--- config.mk ---
export PLATFORM = sky130hd
export DESIGN_NAME = amp_ref_config
export DESIGN_NICKNAME = d
export VERILOG_FILES = /design/src/core/amp_ref_pkg.sv /design/src/core/flag_if.sv /design/src/core/amp_ref_config.sv /design/src/core/sticky_flags.sv
export SDC_FILE = /design/constraint.sdc
export NUM_CORES = 1
export LEC_CHECK = 0
export ABC_AREA = 1
export CAP_MARGIN = 20
export CORE_UTILIZATION = 62
export CTS_CLUSTER_DIAMETER = 50
export CTS_CLUSTER_SIZE = 16
export DETAILED_ROUTE_END_ITERATION = 6
export DONT_BUFFER_PORTS = 1
export GPL_TIMING_DRIVEN = 0
export PLACE_DENSITY = 0.8
export SYNTH_ARGS = -nofsm -noshare
export SYNTH_HDL_FRONTEND = slang
export SYNTH_SLANG_ARGS = --single-unit
--- constraint.sdc ---
create_clock -name clk -period 3.5 [get_ports clk]
set_input_delay 0.525 -clock clk [delete_from_list [all_inputs] [get_ports clk]]
set_output_delay 0.525 -clock clk [all_outputs]
set_load 0.005 [all_outputs]
--- src/core/amp_ref_pkg.sv ---
// Constants for the amplifier and reference configuration block
package amp_ref_pkg;
	// ==========================================================
	// Register offsets
	localparam logic [7:0] OFF_FAULT_STATUS     = 8'h01;
	localparam logic [7:0] OFF_AMP_SETTING      = 8'h03;
	localparam logic [7:0] OFF_REFERENCE_CTRL   = 8'h05;
	localparam logic [7:0] OFF_EXCITATION_ONE   = 8'h06;
	// ==========================================================
	// Reset values
	localparam logic [7:0] RST_AMP_SETTING      = 8'h00;
	localparam logic [7:0] RST_REFERENCE_CTRL   = 8'h00;
	localparam logic [7:0] RST_EXCITATION_ONE   = 8'h00;
	// ==========================================================
	// Field positions
	localparam int         AMP_FACTOR_LSB       = 0;
	localparam int         AMP_EN_LSB           = 5;
	localparam int         VREF_POWER_LSB       = 0;
	localparam int         VREF_SEL_LSB         = 2;
	localparam int         RAIL_DET_BIT         = 7;
	localparam int         RAIL_FLAG_LSB        = 2;
	localparam int         VREF_FLAG_LSB        = 0;
	// ==========================================================
	// Field codes
	localparam logic [1:0] AMP_EN_BYPASS        = 2'h0;
	localparam logic [1:0] AMP_EN_ON            = 2'h1;
	localparam logic [1:0] VREF_SEL_PAIR0       = 2'h0;
	localparam logic [1:0] VREF_SEL_PAIR1       = 2'h1;
	localparam logic [1:0] VREF_SEL_INTERNAL    = 2'h2;
	localparam logic [1:0] VREF_PWR_OFF         = 2'h0;
	localparam logic [1:0] VREF_PWR_SLEEPS      = 2'h1;
	localparam logic [1:0] VREF_PWR_ALWAYS      = 2'h2;
	localparam logic [2:0] AMP_ANALOG_MAX_CODE  = 3'h5;
	localparam int         RAIL_FLAGS           = 4;
	localparam int         VREF_FLAGS           = 2;
endpackage : amp_ref_pkg

--- src/core/flag_if.sv ---
// Set, clear and state of a group of sticky flags
`timescale 1ns/1ps
interface flag_if #(parameter int W = 4);
	logic [W-1:0] set;
	logic [W-1:0] clr;
	logic [W-1:0] flags;
	modport keeper (input set, input clr, output flags);
	modport user   (output set, output clr, input flags);
endinterface : flag_if

--- src/core/amp_ref_config.sv ---
// Amplifier factor, bypass, reference selection and fault flags
// Behaviour
// Eight amplifier factors 1 to 128 from a three-bit field.
// Factor code n means a factor of two to the power n.
// Enable field 00 powers down and bypasses; 01 enables the amplifier.
// Software never writes the reserved enable codes 10 or 11.
// Factors 64 and 128 run analog at 32, rest as digital scaling.
// Four rail flags, one per output polarity and rail, within 150 mV.
// Rail detection works only while the detect enable bit is set.
// Software bypasses the amplifier only at unity factor.
// Single-ended inputs against negative supply need the amplifier bypassed.
// Two-bit reference select; reset picks external pair zero.
// Select code 10 routes the internal reference to the converter.
// Power 10 always on, 01 sleeps in power-down; reset powers off.
// Software powers the internal reference while excitation sources run.
// Software waits 4.5 to 7.0 ms reference start-up before converting.
// Low reference checked each conversion; one flag per external pair.
`timescale 1ns/1ps
module amp_ref_config
	import amp_ref_pkg::*;
(
	// Clock and reset
	input  wire logic       clk,
	input  wire logic       rst,
	// Register port
	input  wire logic       reg_wr,
	input  wire logic       reg_rd,
	input  wire logic [7:0] reg_addr,
	input  wire logic [7:0] reg_wdata,
	output logic      [7:0] reg_rdata,
	output logic            reg_rvalid,
	// Analog monitors
	input  wire logic [3:0] rail_near,
	input  wire logic [1:0] vref_pair_low,
	input  wire logic       conversion_active,
	input  wire logic       power_down,
	// Amplifier control
	output logic            amp_powered,
	output logic            amp_bypass,
	output logic      [7:0] amp_factor,
	output logic      [2:0] amp_analog_code,
	output logic      [1:0] amp_digital_shift,
	output logic            rail_detect_on,
	// Reference control
	output logic      [1:0] vref_source_select,
	output logic            internal_vref_routed,
	output logic            internal_vref_on
);
	logic [7:0] amp_setting_q;
	logic [7:0] reference_control_q;
	logic [7:0] excitation_current_one_q;
	logic [7:0] rdata_q;
	logic       rvalid_q;
	logic       powered_q;
	logic       bypass_q;
	logic [7:0] factor_q;
	logic [2:0] analog_q;
	logic [1:0] shift_q;
	logic       rail_det_q;
	logic [1:0] vsel_q;
	logic       vroute_q;
	logic       von_q;

	logic [2:0] factor_code;
	logic [1:0] amp_power_bypass_field;
	logic [1:0] internal_vref_power;
	logic       rail_detect_enable;
	logic       status_wr;
	logic [7:0] fault_status;

	flag_if #(.W(RAIL_FLAGS)) rail_bus ();
	flag_if #(.W(VREF_FLAGS)) vref_bus ();

	assign factor_code            = amp_setting_q[AMP_FACTOR_LSB +: 3];
	assign amp_power_bypass_field = amp_setting_q[AMP_EN_LSB +: 2];
	assign internal_vref_power    = reference_control_q[VREF_POWER_LSB +: 2];
	assign rail_detect_enable     = excitation_current_one_q[RAIL_DET_BIT];
	assign status_wr              = reg_wr && (reg_addr == OFF_FAULT_STATUS);

	// ==========================================================
	// Configuration registers
	always_ff @(posedge clk or posedge rst) begin
		if (rst) begin
			amp_setting_q            <= RST_AMP_SETTING;
			reference_control_q      <= RST_REFERENCE_CTRL;
			excitation_current_one_q <= RST_EXCITATION_ONE;
		end else if (reg_wr) begin
			unique case (reg_addr)
				OFF_AMP_SETTING:    amp_setting_q            <= reg_wdata;
				OFF_REFERENCE_CTRL: reference_control_q      <= reg_wdata;
				OFF_EXCITATION_ONE: excitation_current_one_q <= reg_wdata;
				default: begin
				end
			endcase
		end
	end

	// ==========================================================
	// Fault flags
	// gated rail detection
	assign rail_bus.set = rail_near & {RAIL_FLAGS{rail_detect_enable}};
	assign rail_bus.clr = status_wr ? reg_wdata[RAIL_FLAG_LSB +: RAIL_FLAGS] : '0;
	// checked per conversion
	assign vref_bus.set = vref_pair_low & {VREF_FLAGS{conversion_active}};
	assign vref_bus.clr = status_wr ? reg_wdata[VREF_FLAG_LSB +: VREF_FLAGS] : '0;

	sticky_flags #(.W(RAIL_FLAGS)) u_rail_flags (
		.clk  (clk),
		.rst  (rst),
		.port (rail_bus.keeper)
	);
	sticky_flags #(.W(VREF_FLAGS)) u_vref_flags (
		.clk  (clk),
		.rst  (rst),
		.port (vref_bus.keeper)
	);

	// status layout
	assign fault_status = {2'h0, rail_bus.flags, vref_bus.flags};

	// ==========================================================
	// Register read port
	always_ff @(posedge clk or posedge rst) begin
		if (rst) begin
			rdata_q  <= 8'h00;
			rvalid_q <= 1'b0;
		end else begin
			rvalid_q <= reg_rd;
			if (reg_rd) begin
				unique case (reg_addr)
					OFF_FAULT_STATUS:   rdata_q <= fault_status;
					OFF_AMP_SETTING:    rdata_q <= amp_setting_q;
					OFF_REFERENCE_CTRL: rdata_q <= reference_control_q;
					OFF_EXCITATION_ONE: rdata_q <= excitation_current_one_q;
					default:            rdata_q <= 8'h00;
				endcase
			end
		end
	end

	// ==========================================================
	// Amplifier decode
	always_ff @(posedge clk or posedge rst) begin
		if (rst) begin
			powered_q  <= 1'b0;
			bypass_q   <= 1'b1;
			factor_q   <= 8'h01;
			analog_q   <= 3'h0;
			shift_q    <= 2'h0;
			rail_det_q <= 1'b0;
		end else begin
			// enable or bypass
			powered_q  <= (amp_power_bypass_field == AMP_EN_ON);
			bypass_q   <= (amp_power_bypass_field != AMP_EN_ON);
			// power of two
			factor_q   <= 8'h01 << factor_code;
			// analog capped at 32
			if ((amp_power_bypass_field == AMP_EN_ON) && (factor_code > AMP_ANALOG_MAX_CODE)) begin
				analog_q <= AMP_ANALOG_MAX_CODE;
				shift_q  <= 2'(factor_code - AMP_ANALOG_MAX_CODE);
			end else begin
				analog_q <= factor_code;
				shift_q  <= 2'h0;
			end
			rail_det_q <= rail_detect_enable;
		end
	end

	// ==========================================================
	// Reference decode
	always_ff @(posedge clk or posedge rst) begin
		if (rst) begin
			vsel_q   <= VREF_SEL_PAIR0;
			vroute_q <= 1'b0;
			von_q    <= 1'b0;
		end else begin
			// source select
			vsel_q   <= reference_control_q[VREF_SEL_LSB +: 2];
			// internal routing
			vroute_q <= (reference_control_q[VREF_SEL_LSB +: 2] == VREF_SEL_INTERNAL);
			// power modes
			von_q    <= (internal_vref_power == VREF_PWR_ALWAYS) ||
			            ((internal_vref_power == VREF_PWR_SLEEPS) && !power_down);
		end
	end

	assign reg_rdata            = rdata_q;
	assign reg_rvalid           = rvalid_q;
	assign amp_powered          = powered_q;
	assign amp_bypass           = bypass_q;
	assign amp_factor           = factor_q;
	assign amp_analog_code      = analog_q;
	assign amp_digital_shift    = shift_q;
	assign rail_detect_on       = rail_det_q;
	assign vref_source_select   = vsel_q;
	assign internal_vref_routed = vroute_q;
	assign internal_vref_on     = von_q;

	// ==========================================================
	// Checks
	property p_factor_pow2;
		@(posedge clk) disable iff (rst)
		##1 (amp_factor == (8'h01 << $past(factor_code)));
	endproperty
	a_factor_pow2: assert property (p_factor_pow2)
		else $error("factor is not two to the code");

	property p_bypass;
		@(posedge clk) disable iff (rst)
		(amp_power_bypass_field == AMP_EN_BYPASS) |=> (amp_bypass && !amp_powered);
	endproperty
	a_bypass: assert property (p_bypass)
		else $error("amplifier not bypassed on code 00");

	property p_enable;
		@(posedge clk) disable iff (rst)
		(amp_power_bypass_field == AMP_EN_ON) |=> (amp_powered && !amp_bypass);
	endproperty
	a_enable: assert property (p_enable)
		else $error("amplifier not enabled on code 01");

	property p_split;
		@(posedge clk) disable iff (rst)
		((amp_power_bypass_field == AMP_EN_ON) && factor_code[2] && factor_code[1])
			|=> (amp_analog_code == 3'h5) && (amp_digital_shift == 2'($past(factor_code) - 3'h5));
	endproperty
	a_split: assert property (p_split)
		else $error("high factor not split into analog 32 and digital");

	property p_no_shift_low;
		@(posedge clk) disable iff (rst)
		(factor_code <= 3'h5) |=> (amp_digital_shift == 2'h0) && (amp_analog_code == $past(factor_code));
	endproperty
	a_no_shift_low: assert property (p_no_shift_low)
		else $error("low factor scaled digitally");

	property p_rail_gated;
		@(posedge clk) disable iff (rst)
		(!rail_detect_enable && !status_wr) |=> (rail_bus.flags == $past(rail_bus.flags));
	endproperty
	a_rail_gated: assert property (p_rail_gated)
		else $error("rail flag raised while detection is off");

	property p_rail_raise;
		@(posedge clk) disable iff (rst)
		(rail_detect_enable && rail_near[0]) |=> fault_status[RAIL_FLAG_LSB]
			##1 (fault_status[RAIL_FLAG_LSB] || $past(status_wr && reg_wdata[RAIL_FLAG_LSB]));
	endproperty
	a_rail_raise: assert property (p_rail_raise)
		else $error("rail flag not raised");

	property p_route_internal;
		@(posedge clk) disable iff (rst)
		(reference_control_q[VREF_SEL_LSB +: 2] == VREF_SEL_INTERNAL) |=> internal_vref_routed;
	endproperty
	a_route_internal: assert property (p_route_internal)
		else $error("internal reference not routed on code 10");

	property p_vref_power;
		@(posedge clk) disable iff (rst)
		(internal_vref_power == VREF_PWR_SLEEPS) |=> (internal_vref_on == !$past(power_down));
	endproperty
	a_vref_power: assert property (p_vref_power)
		else $error("sleeping reference mode wrong");

	property p_vref_off;
		@(posedge clk) disable iff (rst)
		(internal_vref_power == VREF_PWR_OFF) |=> !internal_vref_on;
	endproperty
	a_vref_off: assert property (p_vref_off)
		else $error("reference on with power code 00");

	property p_sel_follow;
		@(posedge clk) disable iff (rst)
		##1 (vref_source_select == $past(reference_control_q[VREF_SEL_LSB +: 2]));
	endproperty
	a_sel_follow: assert property (p_sel_follow)
		else $error("reference select does not follow register");
endmodule : amp_ref_config

--- src/core/sticky_flags.sv ---
// Sticky flag group where a set beats a clear in the same cycle
`timescale 1ns/1ps
module sticky_flags
	import amp_ref_pkg::*;
#(
	parameter int W = 4
) (
	// Clock and reset
	input wire logic clk,
	input wire logic rst,
	// Flag group
	flag_if.keeper   port
);
	generate
		if (W < 1) begin : g_bad_width
			$error("sticky_flags needs at least one flag");
		end
	endgenerate

	logic [W-1:0] flags_q;

	// ==========================================================
	// Flag storage
	// set wins clear
	always_ff @(posedge clk or posedge rst) begin
		if (rst) begin
			flags_q <= '0;
		end else begin
			flags_q <= (flags_q & ~port.clr) | port.set;
		end
	end

	assign port.flags = flags_q;

	// ==========================================================
	// Checks
	property p_set_wins;
		@(posedge clk) disable iff (rst)
		(port.set != '0) |=> ((flags_q & $past(port.set)) == $past(port.set));
	endproperty
	a_set_wins: assert property (p_set_wins)
		else $error("flag set in a clear cycle was lost");
endmodule : sticky_flags

## Yosys cells after proc, flatten, opt, wreduce, memory -nomap -nowiden

Cells that the tools add are included.

- Flip-flop bits (word level): 59
- Bits of input ports: 28
- Output and inout port bits: 29
- Word-level logic and storage cells: 49

- $add $sub $neg: 1
- Magnitude comparators: 1
- Equal/unequal tests: 9
- Shift-type cells: 1
- Mux-type cells: 5
- Bitwise logic cells: 8
- Reductions and logical operators: 8

Operators by type and width:

| kind | count |
|---|---|
| $pmux W8 S4 | 1 |
| $eq A8 B3 Y1 const B | 2 |
| $and A4 B4 Y4 | 2 |
| $eq A8 B1 Y1 const B | 1 |
| $eq A8 B2 Y1 const B | 1 |
| $shl A1 B3 Y8 const A | 1 |
| $reduce_and A2 Y1 | 3 |
| $and A2 B2 Y2 | 2 |
| $eq A2 B1 Y1 const B | 2 |
| $eq A2 B2 Y1 const B | 2 |
| $mux W2 | 2 |
| $mux W4 | 1 |
| $not A4 Y4 | 1 |
| $or A4 B4 Y4 | 1 |
| $gt A3 B3 Y1 const B | 1 |
| $logic_and A1 B1 Y1 | 3 |
| $mux W3 | 1 |
| $ne A2 B1 Y1 const B | 1 |
| $not A2 Y2 | 1 |
| $or A2 B2 Y2 | 1 |
| $sub A2 B1 Y2 const B | 1 |
| $logic_not A1 Y1 | 1 |
| $logic_or A1 B1 Y1 | 1 |

## Logic depth before layout (Yosys ltp)

- Depth in word-level cells: 6
- Mapped depth: 9
- Mapped depth without buffers: 8

## By module

A second synthesis with hierarchy kept.

- Cells, all modules: 298
- Area, all modules: 2,708.8 um^2

By module, submodules not included:

| module | times used | cells an instance | area each (um^2) | sequential area each (um^2) |
|---|---|---|---|---|
| amp_ref_config | 1 | 266 | 2,461.1 | 1,328.8 |
| sticky_flags (u_rail_flags) | 1 | 21 | 163.9 | 100.1 |
| sticky_flags (u_vref_flags) | 1 | 11 | 83.8 | 50.0 |

## Worst setup path after synthesis

No wires, ideal clock.

- Path kind: input -> register
- Start point: input port reg_addr[3]
- End point: register excitation_current_one_q[0]
- Setup time: 119 ps
- Arrival: 1,340 ps
- Data required time: 3,381 ps
- Slack: 2,041 ps
- Cell stages on the path: 8
- Buffers on the path: 1
- Path through: inv_1 > nand2_4 > nor2_4 > and2_4 > nand2_4 > buf_6 > nand2_1 > o21ai_2

- Cells in the longest elaborated chain, start to end: 2

RTL lines:

| what | line | source |
|---|---|---|
| start, declared | amp_ref_config.sv:28 | `input wire logic [7:0] reg_addr,` |
| $eq A8 B3 Y1 | amp_ref_config.sv:88 | `unique case (reg_addr)` |
| $reduce_and A2 Y1 (no source line) | -- |  |
| end signal, assigned | amp_ref_config.sv:91 | `OFF_EXCITATION_ONE: excitation_current_one_q <= reg_wdata;` |
| end, declared | amp_ref_config.sv:51 | `logic [7:0] excitation_current_one_q;` |

Every way passes these cells.
A chain may end at the register's enable or synchronous reset.

## Worst setup path in the final report

- Start point: register factor_q[0] (netlist: amp_factor[0])
- End point: output port amp_factor[0]

RTL lines:

| what | line | source |
|---|---|---|
| start, declared | amp_ref_config.sv:56 | `logic [7:0] factor_q;` |
| start signal, assigned | amp_ref_config.sv:156 | `factor_q <= 8'h01 << factor_code;` |
| end, declared | amp_ref_config.sv:40 | `output logic [7:0] amp_factor,` |

No word-level cell between the ends.

==> impl_metrics.csv <==
group,metric,value,unit
cts,path_clk_slew,0.06,ns
detailed_routing,ant_nets,0,
sta,drv_slew,0,
die,die_w,67.2,µm
sta,tightest_slew,0.413,ns
detailed_routing,drt_iter0_drc,147,
die,core_area,0.00403,mm²
worst_setup_path,crit_arrival,0.86,ns
synth,synth.cell_area,0.00264,mm²
cts,cts.sinks,59,
cts,cts_made_buffers,9,
synth,synth_top_area_cell,"dfrtp_1",
synth,synth_common_cells,"nand2_1 (80), dfrtp_1 (57), inv_1 (33), nand3_1 (31), o21ai_2 (19)",
sta,finalHoldViolCount,0,
worst_setup_path,crit_path_start_kind,"flop",
finish,n_fill_cell,298,
die,ioPinCount,57,
synth,synth_cells,274,
placed_design,dp_hpwl,4040,µm
synth,yosysMostFrequentCell,"nand2_1",
placed_design,gp_congestion,0.868,
synth,synth-edff-count,0,
pwr,power.leakage,0.00153,µW
synth,synth_top_cell_area_share,0.541,
outcome,run_status,"finished, final reports clean",
worst_setup_path,cp_max_fo,1,
finish,syn2layout_area_growth,9.20,%
cts,hold_buffers,0,
cts,cts_tree,"yes",
min_path,hold_path.class,"in2async",
pwr,power.total,1370,µW
detailed_routing,drc,0,
worst_setup_path,cp.required,2.97,ns
global_routing,first_global_vias,1875,
synth,synth_area_leaders,"dfrtp_1 (54%), nand2_1 (11%), o21ai_2 (6.3%)",
sta,setup_violations,0,
die,die-area,0.00452,mm²
sta,fin_crit,1.39,ns
synth,ys_warn_count,0,
sta,fmax,722,MHz
sta,fin_skew,0.00597,ns
synth,syn_area_per_cell,9.63,µm²
cts,clockRootBuffer,"clkbuf_8",
cts,htreeDepth,3,
global_routing,grt_first_pass_wirelength,8940,µm
run,maxCapViolations,0,
worst_setup_path,cp-end-kind,"output port",
synth,yosysSeqAreaShare,0.561,
global_routing,antenna_found_initial,0,
cts,post-cts-setup-buffer-count,0,
cts,cts_max_path_buffers,2,
sta,period_share,0.396,
sta,relSlewSlack,0.725,
finish,nets,318,
finish,n_antenna_cell,0,
global_routing,grt_max_degree,45,
detailed_routing,routed_wl,5570,µm
detailed_routing,vias,1877,
pwr,p_per_area,475,mW/mm²
worst_setup_path,critPathKind,"reg2out",
synth,synth_ff_type,"dfrtp_1",
detailed_routing,via_per_inst,5.50,
global_routing,grt_overflow,0,
synth,synth_seq_cells,59,
global_routing,grt_use_total,0.284,
synth,synthArstFlopShare,1.00,
placed_design,io_buffers,0,
sta,rsz0062_at_grt,"no",
die,fp-row-count,23,
die,die_h,67.2,µm
synth,yosysUniqueCellTypes,24,
die,initial_core_util,0.655,
cts,clk_latency,0.34,ns
cts,cts_resized,0,
detailed_routing,firstDrtPassIters,4,
detailed_routing,wire_per_inst,16.3,µm
finish,drive_above_1_share,0.192,
synth,syn_nets,306,
sta,finalSetupTns,0,ns
pwr,ir_drop,0.000320,V
[power by group]
part	total, µW	internal [µW]	switching [µW]	leakage, µW
Sequential	759	730	29.1	0.000767
Combinational	95.3	31.8	63.5	0.000675
Clock	513	250	263	0.0000856
Total	1370	1010	356	0.00153
[registers in the layout, indices dropped and copies added (netlist names), 2 cells and up]
| register | flops |
|---|---|
| reg_rdata | 8 |
| amp_factor | 8 |
| vref_source_select | 2 |
| u_vref_flags.port.flags | 2 |
| excitation_current_one_q | 8 |
| amp_analog_code | 3 |
| reference_control_q | 8 |
| u_rail_flags.port.flags | 4 |
| amp_setting_q | 8 |
| amp_digital_shift | 2 |
[path summary, 6_finish.rpt]
| check | start | endpoint | slack [ns] | cells after the start |
|---|---|---|---|---|
| worst min register to register | reference_control_q[3] | vref_source_select[1] | 0.42 | 0 |
| min in group clk | reg_rd | reg_rvalid | 0.21 | 0 |
| worst max-delay path | amp_factor[0] | amp_factor[0] | 2.11 | 0 |
| max in group asynchronous | rst | amp_setting_q[3] | 2.92 | 2 |
| worst min-delay path | rst | amp_analog_code[1] | 0.04 | 1 |
| worst max register to register | amp_setting_q[1] | reg_rdata[1] | 2.38 | 4 |
[cell usage in the layout, fill, tap and decap left out, types with 2 or more instances in the layout]
cell type	count
nand2_1	80
dfrtp_1	57
inv_1	32
nand3_1	31
o21ai_2	19
o21ai_0	12
clkbuf_8	9
nor2_1	8
buf_6	5
o21a_1	5
clkinv_2	5
ha_1	4
nor2_4	3
nand2_4	3
clkbuf_1	3
buf_12	2
dfstp_2	2
[per-stage QoR]
stage	util	setup WS, ns	instances	hold WS (ns)	instance area, µm²
after floorplan	-	1.52	274	0.374	2640
after global placement	0.670	1.03	324	0.388	2700
after detailed placement	0.675	1.81	325	0.399	2720
after CTS	0.715	2.11	341	0.0416	2880
after global routing	0.715	2.06	341	0.0522	2880
final	0.715	2.11	341	0.0352	2880
[cell type report]
| type | count | area (µm²) | area share |
|---|---|---|---|
| inverter | 33 | 124 | 0.0430 |
| sequential | 59 | 1480 | 0.513 |
| clock buffer | 10 | 128 | 0.0443 |
| tap | 50 | 62.6 | 0.0217 |
| clock inverter | 6 | 32.5 | 0.0113 |
| buffer | 9 | 88.8 | 0.0308 |
| multi-input combinational | 173 | 946 | 0.328 |
| timing repair buffer | 1 | 20.0 | 0.00695 |
[per-layer routing]
metal | GRT usage | wire length [µm] | vias to the layer above | share of wire
li1 | - | - | 895 | -
met1 | 0.332 | 2240 | 897 | 0.40
met2 | 0.474 | 2840 | 77 | 0.51
met3 | 0.0709 | 412 | 8 | 0.074
met4 | 0.160 | 76 | 0 | 0.014
met5 | 0 | 0 | - | 0
[cells by family after synthesis]
kind of cell | after synthesis | share of synthesized area
buffers and inverters | 42 | 0.0806
AOI/OAI and AO/OA | 38 | 0.104
DFF | 59 | 0.561
adders and majority gates | 4 | 0.0190
and+or+nand+nor | 131 | 0.236
Power figures use the tool's default switching activity.
